<file path="config.mk">
export PLATFORM = sky130hd
export DESIGN_NAME = grc_regs
export DESIGN_NICKNAME = d
export VERILOG_FILES = /design/src/rtl/grc_pkg.sv /design/src/rtl/grc_regs.sv
export SDC_FILE = /design/constraint.sdc
export NUM_CORES = 1
export LEC_CHECK = 0
export ABC_AREA = 1
export BUFFER_PORTS_ARGS = -buffer_cell sky130_fd_sc_hd__clkbuf_2
export CORE_MARGIN = 2
export CORE_UTILIZATION = 59
export DETAILED_ROUTE_END_ITERATION = 7
export GPL_ROUTABILITY_DRIVEN = 0
export GPL_TIMING_DRIVEN = 0
export PLACE_DENSITY = 0.87
export SYNTH_ARGS = -nofsm -noshare
export SYNTH_HDL_FRONTEND = slang
export SYNTH_SLANG_ARGS = --single-unit
</file>
<file path="constraint.sdc">
create_clock -name i_ref_clk -period 4.97 [get_ports i_ref_clk]
set_input_delay 0.2485 -clock i_ref_clk [delete_from_list [all_inputs] [get_ports i_ref_clk]]
set_output_delay 0.2485 -clock i_ref_clk [all_outputs]
set_load 0.05 [all_outputs]
</file>
<file path="src/rtl/grc_pkg.sv">
/*
 Register offsets, field positions, reset values and carrier types for
 the pin, rotation and frame timing register bank. Assumes a 32-bit
 classic Wishbone bus with one aligned word per register.
*/
package grc_pkg;
   // ==========================================================
   // Register indices (byte address is four times the index)
   localparam logic [7:0] IDX_PANEL  = 8'h01; // Panel mode
   localparam logic [7:0] IDX_CLKCFG = 8'h02; // Clock configuration
   localparam logic [7:0] IDX_HWIDTH = 8'h04; // Horizontal width
   localparam logic [7:0] IDX_VHLO   = 8'h05; // Height low byte
   localparam logic [7:0] IDX_VHHI   = 8'h06; // Height high bits
   localparam logic [7:0] IDX_HBLANK = 8'h08; // Horizontal blanking
   localparam logic [7:0] IDX_VBLANK = 8'h0A; // Vertical blanking
   localparam logic [7:0] IDX_PDIR   = 8'h18; // pin_direction
   localparam logic [7:0] IDX_PLVL   = 8'h19; // pin_level_control
   localparam logic [7:0] IDX_SCR    = 8'h1A; // scratch_pad
   localparam logic [7:0] IDX_ROT    = 8'h1B; // rotation_mode
   localparam logic [7:0] IDX_STRIDE = 8'h1C; // rotated_line_stride
   localparam logic [7:0] IDX_FTA    = 8'h1E; // factory_test_a
   localparam logic [7:0] IDX_FTB    = 8'h1F; // factory_test_b
   // ==========================================================
   // Field positions
   localparam int POS_ROT_EN  = 7; // rotation_enable
   localparam int POS_ROT_VAR = 6; // rotation_variant_select
   localparam int POS_HALVE   = 4; // Root clock is input halved
   localparam int POS_MCLKDIV = 5; // Landscape memory clock halved
   localparam int NUM_PINS    = 5; // General purpose pins
   localparam int NUM_DED     = 4; // Pins shared with panel data
   // ==========================================================
   // Reset values and timing offsets
   localparam logic [7:0]  RST_BYTE = 8'h00;
   localparam logic [10:0] HDP_ADD  = 11'h001; // Width plus one
   localparam logic [10:0] HORIZ_BLANK_PERIOD_ADD = 11'h004; // Blanking plus four
   localparam logic [10:0] VDP_ADD  = 11'h001; // Height plus one
   localparam int          PIX_SHIFT = 3;      // Eight pixels a unit
   // ==========================================================
   // Carrier types
   typedef struct packed {
      logic [NUM_PINS-1:0] lvl; // Driven level
      logic [NUM_PINS-1:0] oe;  // Output enable
   } grc_pins_t;
   typedef struct packed {
      logic [3:0] pix_mask; // Pixel clock tick mask
      logic [3:0] mem_mask; // Memory clock tick mask
   } grc_clk_t;
endpackage : grc_pkg

</file>
<file path="src/rtl/grc_regs.sv">
/*
 Pin, rotation and frame timing register bank with a Wishbone slave,
 clock tick generation and frame counters. Assumes one clock, a
 synchronous active low reset and pins resolved outside this module.
*/
// Register access over Wishbone was chosen for this implementation.
// ==========================================================
// Summary of operation
// - Direction zero makes the pin an undriven input
// - Direction one drives pin from control bit
// - Dedicated panel pins ignore direction bits
// - Input pins read back their sampled level
// - Written control bit sets the driven output level
// - Scratch byte stores values, affects nothing
// - Bit 7 enables rotation, else landscape
// - Bit 6 picks default or alternate variant
// - Landscape: pixel at root, memory per bit 5
// - Default variant divides both clocks 1,2,4,8
// - Alternate variant: pixel slower than memory clock
// - Stride byte spaces rotated line start addresses
// - Frame is total pixels times total lines
// - Display width is field plus one, times eight
// - Blank width is field plus four, times eight
// - Display height is ten-bit field plus one
// - Vertical blank is the six-bit field
`timescale 1ns/1ps
module grc_regs
   import grc_pkg::*;
(
   input  wire logic                i_ref_clk,
   input  wire logic                i_resetn,
   input  wire logic                i_wb_cyc,
   input  wire logic                i_wb_stb,
   input  wire logic                i_wb_we,
   input  wire logic [9:0]          i_wb_adr,
   input  wire logic [3:0]          i_wb_sel,
   input  wire logic [31:0]         i_wb_dat,
   output logic      [31:0]         o_wb_dat,
   output logic                     o_wb_ack,
   input  wire logic [NUM_PINS-1:0] i_pin,
   output logic      [NUM_PINS-1:0] o_pin,
   output logic      [NUM_PINS-1:0] o_pin_oe,
   input  wire logic [NUM_DED-1:0]  i_panel_data_upper,
   output logic                     o_pix_clk_en,
   output logic                     o_mem_clk_en,
   output logic                     o_rotation_enable,
   output logic                     o_rotation_variant,
   output logic                     o_line_start,
   output logic                     o_frame_start,
   output logic                     o_display_active,
   output logic      [15:0]         o_line_addr
);
   // ==========================================================
   // Register state
   logic [7:0]          panel_ff;  // Bit 0: active matrix panel
   logic [7:0]          clkcfg_ff; // Root halve and memory clock
   logic [6:0]          hw_ff;     // Horizontal width field
   logic [7:0]          vhlo_ff;   // Height low byte
   logic [1:0]          vhhi_ff;   // Height high bits
   logic [4:0]          hb_ff;     // Horizontal blanking field
   logic [5:0]          vb_ff;     // Vertical blanking field
   logic [NUM_PINS-1:0] dir_ff;    // Pin directions
   logic [NUM_PINS-1:0] ctl_ff;    // Pin control levels
   logic [7:0]          scr_ff;    // Scratch byte
   logic [7:0]          rot_ff;    // Rotation mode
   logic [7:0]          stride_ff; // Rotated line stride
   logic [NUM_PINS-1:0] sync1_ff;  // Pin synchroniser, first stage
   logic [NUM_PINS-1:0] sync2_ff;  // Pin synchroniser, second stage
   logic                ack_ff;    // Bus acknowledge
   logic [31:0]         dat_ff;    // Bus read data
   logic [7:0]          idx;       // Register index of the access
   logic                req;       // New bus request this cycle
   logic                wr;        // Write with low byte lane
   logic [7:0]          wdat;      // Written byte
   logic [7:0]          nxt_rdat;  // Read byte for the index
   logic [NUM_PINS-1:0] ded;       // Pins held by the panel
   logic [NUM_PINS-1:0] pin_view;  // Level seen by a read
   grc_pins_t           pins;      // Resolved pin drive

   assign idx  = i_wb_adr[9:2];
   assign req  = i_wb_cyc & i_wb_stb & ~ack_ff;
   assign wr   = req & i_wb_we & i_wb_sel[0];
   assign wdat = i_wb_dat[7:0];

   // ==========================================================
   // Register writes; factory test and unmapped writes dropped
   always_ff @(posedge i_ref_clk)
   begin
      if (!i_resetn)
      begin
         panel_ff  <= RST_BYTE;
         clkcfg_ff <= RST_BYTE;
         hw_ff     <= 7'h00;
         vhlo_ff   <= RST_BYTE;
         vhhi_ff   <= 2'h0;
         hb_ff     <= 5'h00;
         vb_ff     <= 6'h00;
         dir_ff    <= 5'h00;
         ctl_ff    <= 5'h00;
         scr_ff    <= RST_BYTE;
         rot_ff    <= RST_BYTE;
         stride_ff <= RST_BYTE;
      end
      else if (wr)
      begin
         case (idx)
            IDX_PANEL:  panel_ff  <= wdat;
            IDX_CLKCFG: clkcfg_ff <= wdat;
            IDX_HWIDTH: hw_ff     <= wdat[6:0];
            IDX_VHLO:   vhlo_ff   <= wdat;
            IDX_VHHI:   vhhi_ff   <= wdat[1:0];
            IDX_HBLANK: hb_ff     <= wdat[4:0];
            IDX_VBLANK: vb_ff     <= wdat[5:0];
            IDX_PDIR:   dir_ff    <= wdat[4:0];
            IDX_PLVL:   ctl_ff    <= wdat[4:0];
            IDX_SCR:    scr_ff    <= wdat;
            // Bit 2 kept as written; host must keep it zero
            IDX_ROT:    rot_ff    <= wdat;
            IDX_STRIDE: stride_ff <= wdat;
            default:    ; // Factory test locations store nothing
         endcase
      end
   end

   // ==========================================================
   // Pin synchroniser; only the second stage is read
   always_ff @(posedge i_ref_clk)
   begin
      if (!i_resetn)
      begin
         sync1_ff <= 5'h00;
         sync2_ff <= 5'h00;
      end
      else
      begin
         sync1_ff <= i_pin;
         sync2_ff <= sync1_ff;
      end
   end

   // ==========================================================
   // Pin drive; panel data overrides direction on shared pins
   assign ded = {1'b0, {NUM_DED{panel_ff[0]}}};
   always_comb
   begin
      pins.oe  = dir_ff | ded;
      pins.lvl = ctl_ff;
      if (panel_ff[0])
      begin
         pins.lvl[NUM_DED-1:0] = i_panel_data_upper;
      end
   end
   assign o_pin    = pins.lvl;
   assign o_pin_oe = pins.oe;
   // Inputs show the pin, outputs the written bit
   assign pin_view = (dir_ff & ctl_ff) | (~dir_ff & sync2_ff);

   // ==========================================================
   // Read decode; unmapped and factory locations read zero
   always_comb
   begin
      case (idx)
         IDX_PANEL:  nxt_rdat = panel_ff;
         IDX_CLKCFG: nxt_rdat = clkcfg_ff;
         IDX_HWIDTH: nxt_rdat = {1'b0, hw_ff};
         IDX_VHLO:   nxt_rdat = vhlo_ff;
         IDX_VHHI:   nxt_rdat = {6'h00, vhhi_ff};
         IDX_HBLANK: nxt_rdat = {3'h0, hb_ff};
         IDX_VBLANK: nxt_rdat = {2'h0, vb_ff};
         IDX_PDIR:   nxt_rdat = {3'h0, dir_ff};
         IDX_PLVL:   nxt_rdat = {3'h0, pin_view};
         IDX_SCR:    nxt_rdat = scr_ff;
         IDX_ROT:    nxt_rdat = rot_ff;
         IDX_STRIDE: nxt_rdat = stride_ff;
         default:    nxt_rdat = RST_BYTE;
      endcase
   end

   // ==========================================================
   // Bus answer one cycle after the request, dropped after
   always_ff @(posedge i_ref_clk)
   begin
      if (!i_resetn)
      begin
         ack_ff <= 1'b0;
         dat_ff <= 32'h0000_0000;
      end
      else
      begin
         ack_ff <= req;
         if (req)
         begin
            dat_ff <= {24'h00_0000, nxt_rdat};
         end
      end
   end
   assign o_wb_ack = ack_ff;
   assign o_wb_dat = dat_ff;

   // ==========================================================
   // Clock tick masks from mode; ticks are enables, not clocks
   grc_clk_t      cm;     // Selected masks
   logic [1:0]    csel;   // Divisor select
   logic [3:0]    sh;     // Root tick mask
   logic [3:0]    div_ff; // Free running divider
   assign csel = rot_ff[1:0];
   // Root is one or two input cycles
   assign sh = clkcfg_ff[POS_HALVE] ? 4'h1 : 4'h0;
   always_comb
   begin
      cm.pix_mask = sh;
      cm.mem_mask = clkcfg_ff[POS_MCLKDIV] ? {sh[2:0], 1'b1} : sh;
      if (rot_ff[POS_ROT_EN])
      begin
         if (!rot_ff[POS_ROT_VAR])
         begin
            case (csel)
               2'h0:    cm.pix_mask = sh;
               2'h1:    cm.pix_mask = {sh[2:0], 1'b1};
               2'h2:    cm.pix_mask = {sh[1:0], 2'h3};
               default: cm.pix_mask = {sh[0], 3'h7};
            endcase
            cm.mem_mask = cm.pix_mask;
         end
         else
         begin
            case (csel)
               2'h0, 2'h1:
               begin
                  cm.pix_mask = {sh[2:0], 1'b1};
                  cm.mem_mask = sh;
               end
               2'h2:
               begin
                  cm.pix_mask = {sh[1:0], 2'h3};
                  cm.mem_mask = {sh[2:0], 1'b1};
               end
               default:
               begin
                  cm.pix_mask = {sh[0], 3'h7};
                  cm.mem_mask = {sh[1:0], 2'h3};
               end
            endcase
         end
      end
   end

   // Divider count; nested masks keep both ticks aligned
   always_ff @(posedge i_ref_clk)
   begin
      if (!i_resetn)
      begin
         div_ff <= 4'h0;
      end
      else
      begin
         div_ff <= div_ff + 4'h1;
      end
   end
   assign o_pix_clk_en = (div_ff & cm.pix_mask) == cm.pix_mask;
   assign o_mem_clk_en = (div_ff & cm.mem_mask) == cm.mem_mask;
   assign o_rotation_enable  = rot_ff[POS_ROT_EN];
   assign o_rotation_variant = rot_ff[POS_ROT_EN] & rot_ff[POS_ROT_VAR];

   // ==========================================================
   // Frame timing totals in pixel clocks and lines
   logic [10:0] horiz_display_period;    // Display pixels
   logic [10:0] htot;   // Pixels per line
   logic [10:0] vert_display_period;    // Display lines
   logic [10:0] vtot;   // Lines per frame
   logic [10:0] x_ff;   // Pixel position
   logic [10:0] y_ff;   // Line position
   logic        ls_ff;  // Line start pulse
   logic        fs_ff;  // Frame start pulse
   logic        act_ff; // Inside display area
   logic [15:0] addr_ff;// Line start address
   logic        eol;    // Last pixel of line
   logic        eof;    // Last line of frame
   assign horiz_display_period  = ({4'h0, hw_ff} + HDP_ADD) << PIX_SHIFT;
   assign htot = horiz_display_period + (({6'h00, hb_ff} + HORIZ_BLANK_PERIOD_ADD) << PIX_SHIFT);
   assign vert_display_period  = {1'b0, vhhi_ff, vhlo_ff} + VDP_ADD;
   assign vtot = vert_display_period + {5'h00, vb_ff};
   assign eol  = x_ff >= htot - 11'h001;
   assign eof  = y_ff >= vtot - 11'h001;

   // Frame counters advance on pixel ticks only
   always_ff @(posedge i_ref_clk)
   begin
      if (!i_resetn)
      begin
         x_ff  <= 11'h000;
         y_ff  <= 11'h000;
         ls_ff <= 1'b0;
         fs_ff <= 1'b0;
      end
      else
      begin
         ls_ff <= o_pix_clk_en & eol;
         fs_ff <= o_pix_clk_en & eol & eof;
         if (o_pix_clk_en)
         begin
            x_ff <= eol ? 11'h000 : x_ff + 11'h001;
            if (eol)
            begin
               y_ff <= eof ? 11'h000 : y_ff + 11'h001;
            end
         end
      end
   end

   // Display window flag and rotated line address
   always_ff @(posedge i_ref_clk)
   begin
      if (!i_resetn)
      begin
         act_ff  <= 1'b0;
         addr_ff <= 16'h0000;
      end
      else
      begin
         act_ff <= (x_ff < horiz_display_period) & (y_ff < vert_display_period);
         if (fs_ff)
         begin
            addr_ff <= 16'h0000;
         end
         else if (ls_ff & rot_ff[POS_ROT_EN])
         begin
            addr_ff <= addr_ff + {8'h00, stride_ff};
         end
      end
   end
   assign o_line_start     = ls_ff;
   assign o_frame_start    = fs_ff;
   assign o_display_active = act_ff;
   assign o_line_addr      = addr_ff;
endmodule : grc_regs
</file>
Yosys cells after proc, flatten, opt, wreduce, memory -nomap -nowiden
Cells that the tools add are included.
{ "op_classes": {"bitwise_logic": 18, "n_mul": 0, "mux": 10, "add_sub_neg": 11, "shifts": 0, "n_lt_le_gt_ge": 4, "eq_ne": 16, "div_mod_pow": 0, "n_reduce_logical": 16} }
{ "op_table": {"columns": ["cell", "count"], "rows": [
  ["8-bit one-hot mux with 12 select lines", 1],
  ["8-bit by 5-bit equality test with 1-bit output, second input constant", 5],
  ["2-bit AND reduction", 13],
  ["8-bit by 3-bit equality test with 1-bit output, second input constant", 3],
  ["11-bit by 1-bit adder with 11-bit output, second input constant", 2],
  ["11-bit greater-or-equal comparator", 2],
  ["11-bit < comparator", 2],
  ["11-bit 2-to-1 mux", 2],
  ["11-bit by 1-bit subtractor with 11-bit output, second input constant", 2],
  ["16-bit by 8-bit adder with 16-bit output", 1],
  ["8-bit by 4-bit equality test with 1-bit output, second input constant", 2],
  ["8-bit 2-to-1 mux", 2],
  ["8-bit one-hot mux with 2 select lines", 1],
  ["4-bit one-hot mux with 3 select lines", 1],
  ["10-bit by 1-bit adder with 11-bit output, second input constant", 1],
  ["11-bit by 6-bit adder with 11-bit output", 1],
  ["11-bit by 9-bit adder with 11-bit output", 1],
  ["5-bit bitwise AND", 2],
  ["1-bit bitwise AND", 9],
  ["7-bit by 1-bit adder with 8-bit output, second input constant", 1],
  ["4-bit bitwise AND", 2],
  ["4-bit equality test", 2],
  ["8-bit by 1-bit equality test with 1-bit output, second input constant", 1],
  ["8-bit by 2-bit equality test with 1-bit output, second input constant", 1],
  ["other kinds (13)", 15]
]} }
{ "word_totals": {"regBits": 142, "romBits": 0, "mem_bits_rw": 0, "wordCells": 98, "n_memories": 0, "output_inout_bits": 66, "inputBits": 60, "latchBits": 0} }

Longest topological paths before layout
{ "depth": {"depth_word": 9, "depth_mapped": 24, "ltp_nobuf": 24} }

Worst setup path before layout
Ideal clock, no wire load.
{ "synth_path": {"path_type": "flip-flop to flip-flop", "startpoint": "reg hw_ff[0]", "endpoint": "reg y_ff[7]", "path_slack_ns": 1.362, "path_stages_with_launch": 23, "arrival_ns": 3.544, "setup_ns": 0.064, "synth_period_minus_slack_ns": 3.608, "path_cell_list": "dfxtp_1 -> ha_1 -> inv_1 -> ha_1 -> inv_1 -> ha_1 -> inv_1 -> fa_1 -> o21ai_0 -> nand2_1 -> nand2_1 -> a21oi_1 -> xor2_1 -> ha_1 -> a21o_2 -> nor2_1 -> nand4_1 -> nand2_1 -> buf_6 -> inv_1 -> nand2_1 -> nand2_1 -> nor2_1"} }
{ "synth_between": {"elab_chain_cells": 5} }
{ "synth_lines": {"columns": ["item", "line_no", "rtl"], "rows": [
  ["from (decl)", "grc_regs.sv:57", "logic [6:0] hw_ff;"],
  ["from (signal assigned)", "grc_regs.sv:109", "IDX_HWIDTH: hw_ff <= wdat[6:0];"],
  ["7-bit by 1-bit adder with 8-bit output", "grc_regs.sv:279", "assign horiz_display_period = ({4'h0, hw_ff} + HDP_ADD) << PIX_SHIFT;"],
  ["11-bit by 9-bit adder with 11-bit output", "grc_regs.sv:280", "assign htot = horiz_display_period + (({6'h00, hb_ff} + HORIZ_BLANK_PERIOD_ADD) << PIX_SHIFT);"],
  ["11-bit by 1-bit subtractor with 11-bit output", "grc_regs.sv:283", "assign eol = x_ff >= htot - 11'h001;"],
  ["11-bit greater-or-equal comparator", "grc_regs.sv:283", null],
  ["2-bit AND reduction (no line)", null, null],
  ["to (signal assigned)", "grc_regs.sv:305", "y_ff <= eof ? 11'h000 : y_ff + 11'h001;"],
  ["to (decl)", "grc_regs.sv:272", "logic [10:0] y_ff;"]
]} }
Every way passes these cells.
A chain may end at the register's enable or synchronous reset.

Final worst setup path
{ "layout_path": {"startpoint": "reg vhlo_ff[0]", "endpoint": "reg y_ff[4]"} }
{ "layout_between": {"elab_chain_cells": 5} }
{ "layout_lines": {"columns": ["item", "line_no", "rtl"], "rows": [
  ["from (decl)", "grc_regs.sv:58", "logic [7:0] vhlo_ff;"],
  ["from (signal assigned)", "grc_regs.sv:110", "IDX_VHLO: vhlo_ff <= wdat;"],
  ["10-bit by 1-bit adder with 11-bit output", "grc_regs.sv:281", "assign vert_display_period = {1'b0, vhhi_ff, vhlo_ff} + VDP_ADD;"],
  ["11-bit by 6-bit adder with 11-bit output", "grc_regs.sv:282", "assign vtot = vert_display_period + {5'h00, vb_ff};"],
  ["11-bit by 1-bit subtractor with 11-bit output", "grc_regs.sv:284", "assign eof = y_ff >= vtot - 11'h001;"],
  ["11-bit greater-or-equal comparator", "grc_regs.sv:284", null],
  ["11-bit 2-to-1 mux", "grc_regs.sv:305", null]
]} }
Every way passes these cells.

==> key figures <==
Timing
  • RSZ-0062 raised after global routing: false
  • Fmax: 0.224 GHz
  • Final worst slack: 0.500 ns
  • Crit path time final: 4.47 ns
  • Hold Fails Final Rpt: 0
  • Final Max Slew Viols: 0
  • Setup TNS: 0 ns
  • Worst-margin pin slew: 0.768 ns
  • Clk_skew: 0.0100 ns
  • Fin crit share: 89.9%
  • Worst relative slew slack: 48.6%
  • Endpoints failing setup: 0

Yosys
  • Share of Yosys cell area claimed by the top area cell type: 30.9%
  • Dominant cell type by area after synthesis: dfxtp_1
  • Top cells by area, synth: dfxtp_1 31%, nand2_1 12%, ha_1 9.4%
  • Avg Inst Size Synth: 6.79 µm²
  • Post-synth cell types: 44
  • Sequential area share after synthesis: 30.9%
  • Synth Register Bits: 142
  • YS warnings: 0
  • Mapped Area: 9190 µm²
  • Post-Synthesis Cells: 1353

Critical path
  • Data arrival time of the worst path: 4.83 ns
  • Critical path's largest stage delay: 0.60 ns
  • Crit start category: flip-flop
  • Worst-path fanout max: 10
  • Worst Setup End Kind: flip-flop
  • Kind of critical path: flip-flop to flip-flop
  • Crit path max-delay family: simple AND/OR/NAND/NOR gates
  • Worst-path cell with the longest stage delay: nor2_1
  • Worst path required time: 5.33 ns
  • Worst Path Buf+Inv: 2
  • Critical path cell sequence: ha_1 -> inv_1 -> nand2_1 -> nand2_1 -> inv_1 -> or2_2 -> ha_1 -> a21oi_1 -> o21ai_0 -> a21oi_1 -> nor2_1 -> nor2_1 -> xor2_1 -> ha_1 -> a21oi_1 -> o21ai_0 -> nand3b_1 -> nor2_1 -> nand3_1 -> o21ai_1

Finish
  • Ant. Diodes: 0
  • Synth-to-layout area growth: 14.6%
  • Commonest cells after routing, fill and taps aside: 298 x nand2_1, 149 x inv_1, 142 x dfxtp_1
  • Commonest non-fill, non-tap cell in the layout: nand2_1
  • Share of layout cells above drive strength 1: 13.2%
  • Fillers: 1242
  • Non-filler cells, final: 1672
  • # nets final: 1603

Die
  • Starting Density: 60.5%
  • Die height: 129 µm
  • Die Area: 16600 µm²
  • FP Rows: 45
  • I/O Pins: 126
  • Core Region: 15200 µm²
  • Die width: 129 µm

Clocking
  • H-Tree Depth: 4
  • Clock sink count: 142
  • CTS tree: built
  • Post-CTS Setup Bufs: 0
  • CTS resizes: 0
  • Root Driver: clkbuf_16
  • Cts bufs inserted: 17
  • Cts hold-fix bufs: 4
  • Worst-Skew Late Latency: 0.44 ns
  • CTS max path bufs: 2
  • Clock transition at path regs: 0.06 ns

Detailed routing
  • Vias/cell: 5.73
  • 1st-pass router iterations: 8
  • Post-route ant nets: 0
  • WL per Instance: 15.5 µm
  • Total wire length after detailed routing: 25.9 mm
  • Drt drc: 0
  • Initial drt markers: 1030
  • Vias: 9579

Worst hold path
  • Hold Path Class: input port to flip-flop

GRT
  • GRT Total Usage: 31.6%
  • First-pass GRT wire length: 41.4 mm
  • Largest net degree at the start of global routing: 17
  • GRT overflow: 0
  • Initial antenna violation count: 0
  • Vias in the first global route: 8760

Place
  • DP Worst Slack: 0.696 ns
  • IO Port Bufs: 72
  • Placed Cells: 1636
  • Hpwl dp: 18.8 mm

Power and ir drop
  • VDD IR max: 0.000286 V
  • Total power: 0.00268 W
  • Power density over the cells: 254 nW/µm²
  • Leak pwr: 5.09 nW

Job
  • Max Cap Violations: 0

Outcome
  • Status: finished clean
[synth_stat cells (all sizes together)]
| master | number |
|---|---|
| nor3 | 11 |
| ha | 69 |
| o21bai | 2 |
| nand3 | 130 |
| clkbuf | 17 |
| a31oi | 1 |
| nand3b | 5 |
| conb | 1 |
| nor2 | 137 |
| nand4 | 26 |
| or2 | 8 |
| xor2 | 25 |
| nand2 | 301 |
| inv | 154 |
| nor4 | 2 |
| buf | 46 |
| a211oi | 8 |
| fa | 3 |
| a21o | 1 |
| clkinv | 8 |
| a2111oi | 1 |
| and3 | 4 |
| o21ai | 111 |
| o211ai | 4 |
| xnor2 | 8 |
| dfxtp | 142 |
| a21oi | 128 |
[per-stage QoR]
| stage | hold WS [ns] | utilization [%] | instance area, µm² |
|---|---|---|---|
| after detailed placement | 0.396 | 65.0 | 9870 |
| after floorplan | 0.346 | - | 9280 |
| after global placement | 0.392 | 65.0 | 9870 |
| final | 0.0123 | 69.3 | 10500 |
| after global routing | 0.0206 | 69.3 | 10500 |
| after CTS | 0.00458 | 69.3 | 10500 |
[worst min-delay path: stages]
cell	delay (ns)
clkbuf_2	0.07
nand2_1	0.05
inv_1	0.05
[state kept, by name, indices dropped and copies added, names as in the netlist, 7 cells and up]
name,cells
o_line_addr,16
x_ff,11
y_ff,11
clkcfg_ff,8
o_wb_dat,8
panel_ff,8
rot_ff,8
scr_ff,8
stride_ff,8
vhlo_ff,8
hw_ff,7
[power by group]
group	leakage [nW]	internal, W	switching (W)
Combinational	3.64	0.0000466	0.000130
Clock	0.307	0.000812	0.000536
Sequential	1.15	0.00115	0.00000652
[final cells by class]
cell class              count  area (µm²)  area share (%)
plain buffers              63         414            3.93
clock buffers              18         439            4.17
clock inverters            14         181            1.72
inverters                 162         608            5.77
multi-input cells        1009        5410            51.4
flip-flops and latches    142        2840            27.0
well taps                 188         235            2.23
repair buffers             76         400            3.80
[logic make-up (layout without fill, tap and decap cells)]
kind of cell               count (synthesis)  in the layout  synth area share [%]
AOI/OAI and AO/OA                        256            256                  14.5
xor gates and xnor gates                  33             33                  3.14
adders and majority gates                 72             72                  10.0
buffers and inverters                    225            333                  11.1
DFF                                      142            142                  30.9
other                                      1             24                0.0408
and+or+nand+nor                          624            624                  30.2
[final timing paths]
check / slack, ns / from / endpoint / depth (start not counted)
setup / recovery: 0.50 / vhlo_ff[0] / y_ff[4] / 20
hold / removal: 0.01 / i_pin[4] / sync1_ff[4] / 3
setup reg to reg: 0.50 / vhlo_ff[0] / y_ff[4] / 20
hold reg to reg: 0.41 / sync1_ff[0] / sync2_ff[0] / 2
[layer usage]
metal / GRT usage [%] / share of wire, % / wire length, µm
met1: 39.8 / 41 / 10700
met2: 51.9 / 45 / 11700
met3: 6.03 / 8.9 / 2290
met4: 16.0 / 4.8 / 1250
met5: 0 / 0 / 0
Power figures use the tool's default switching activity.
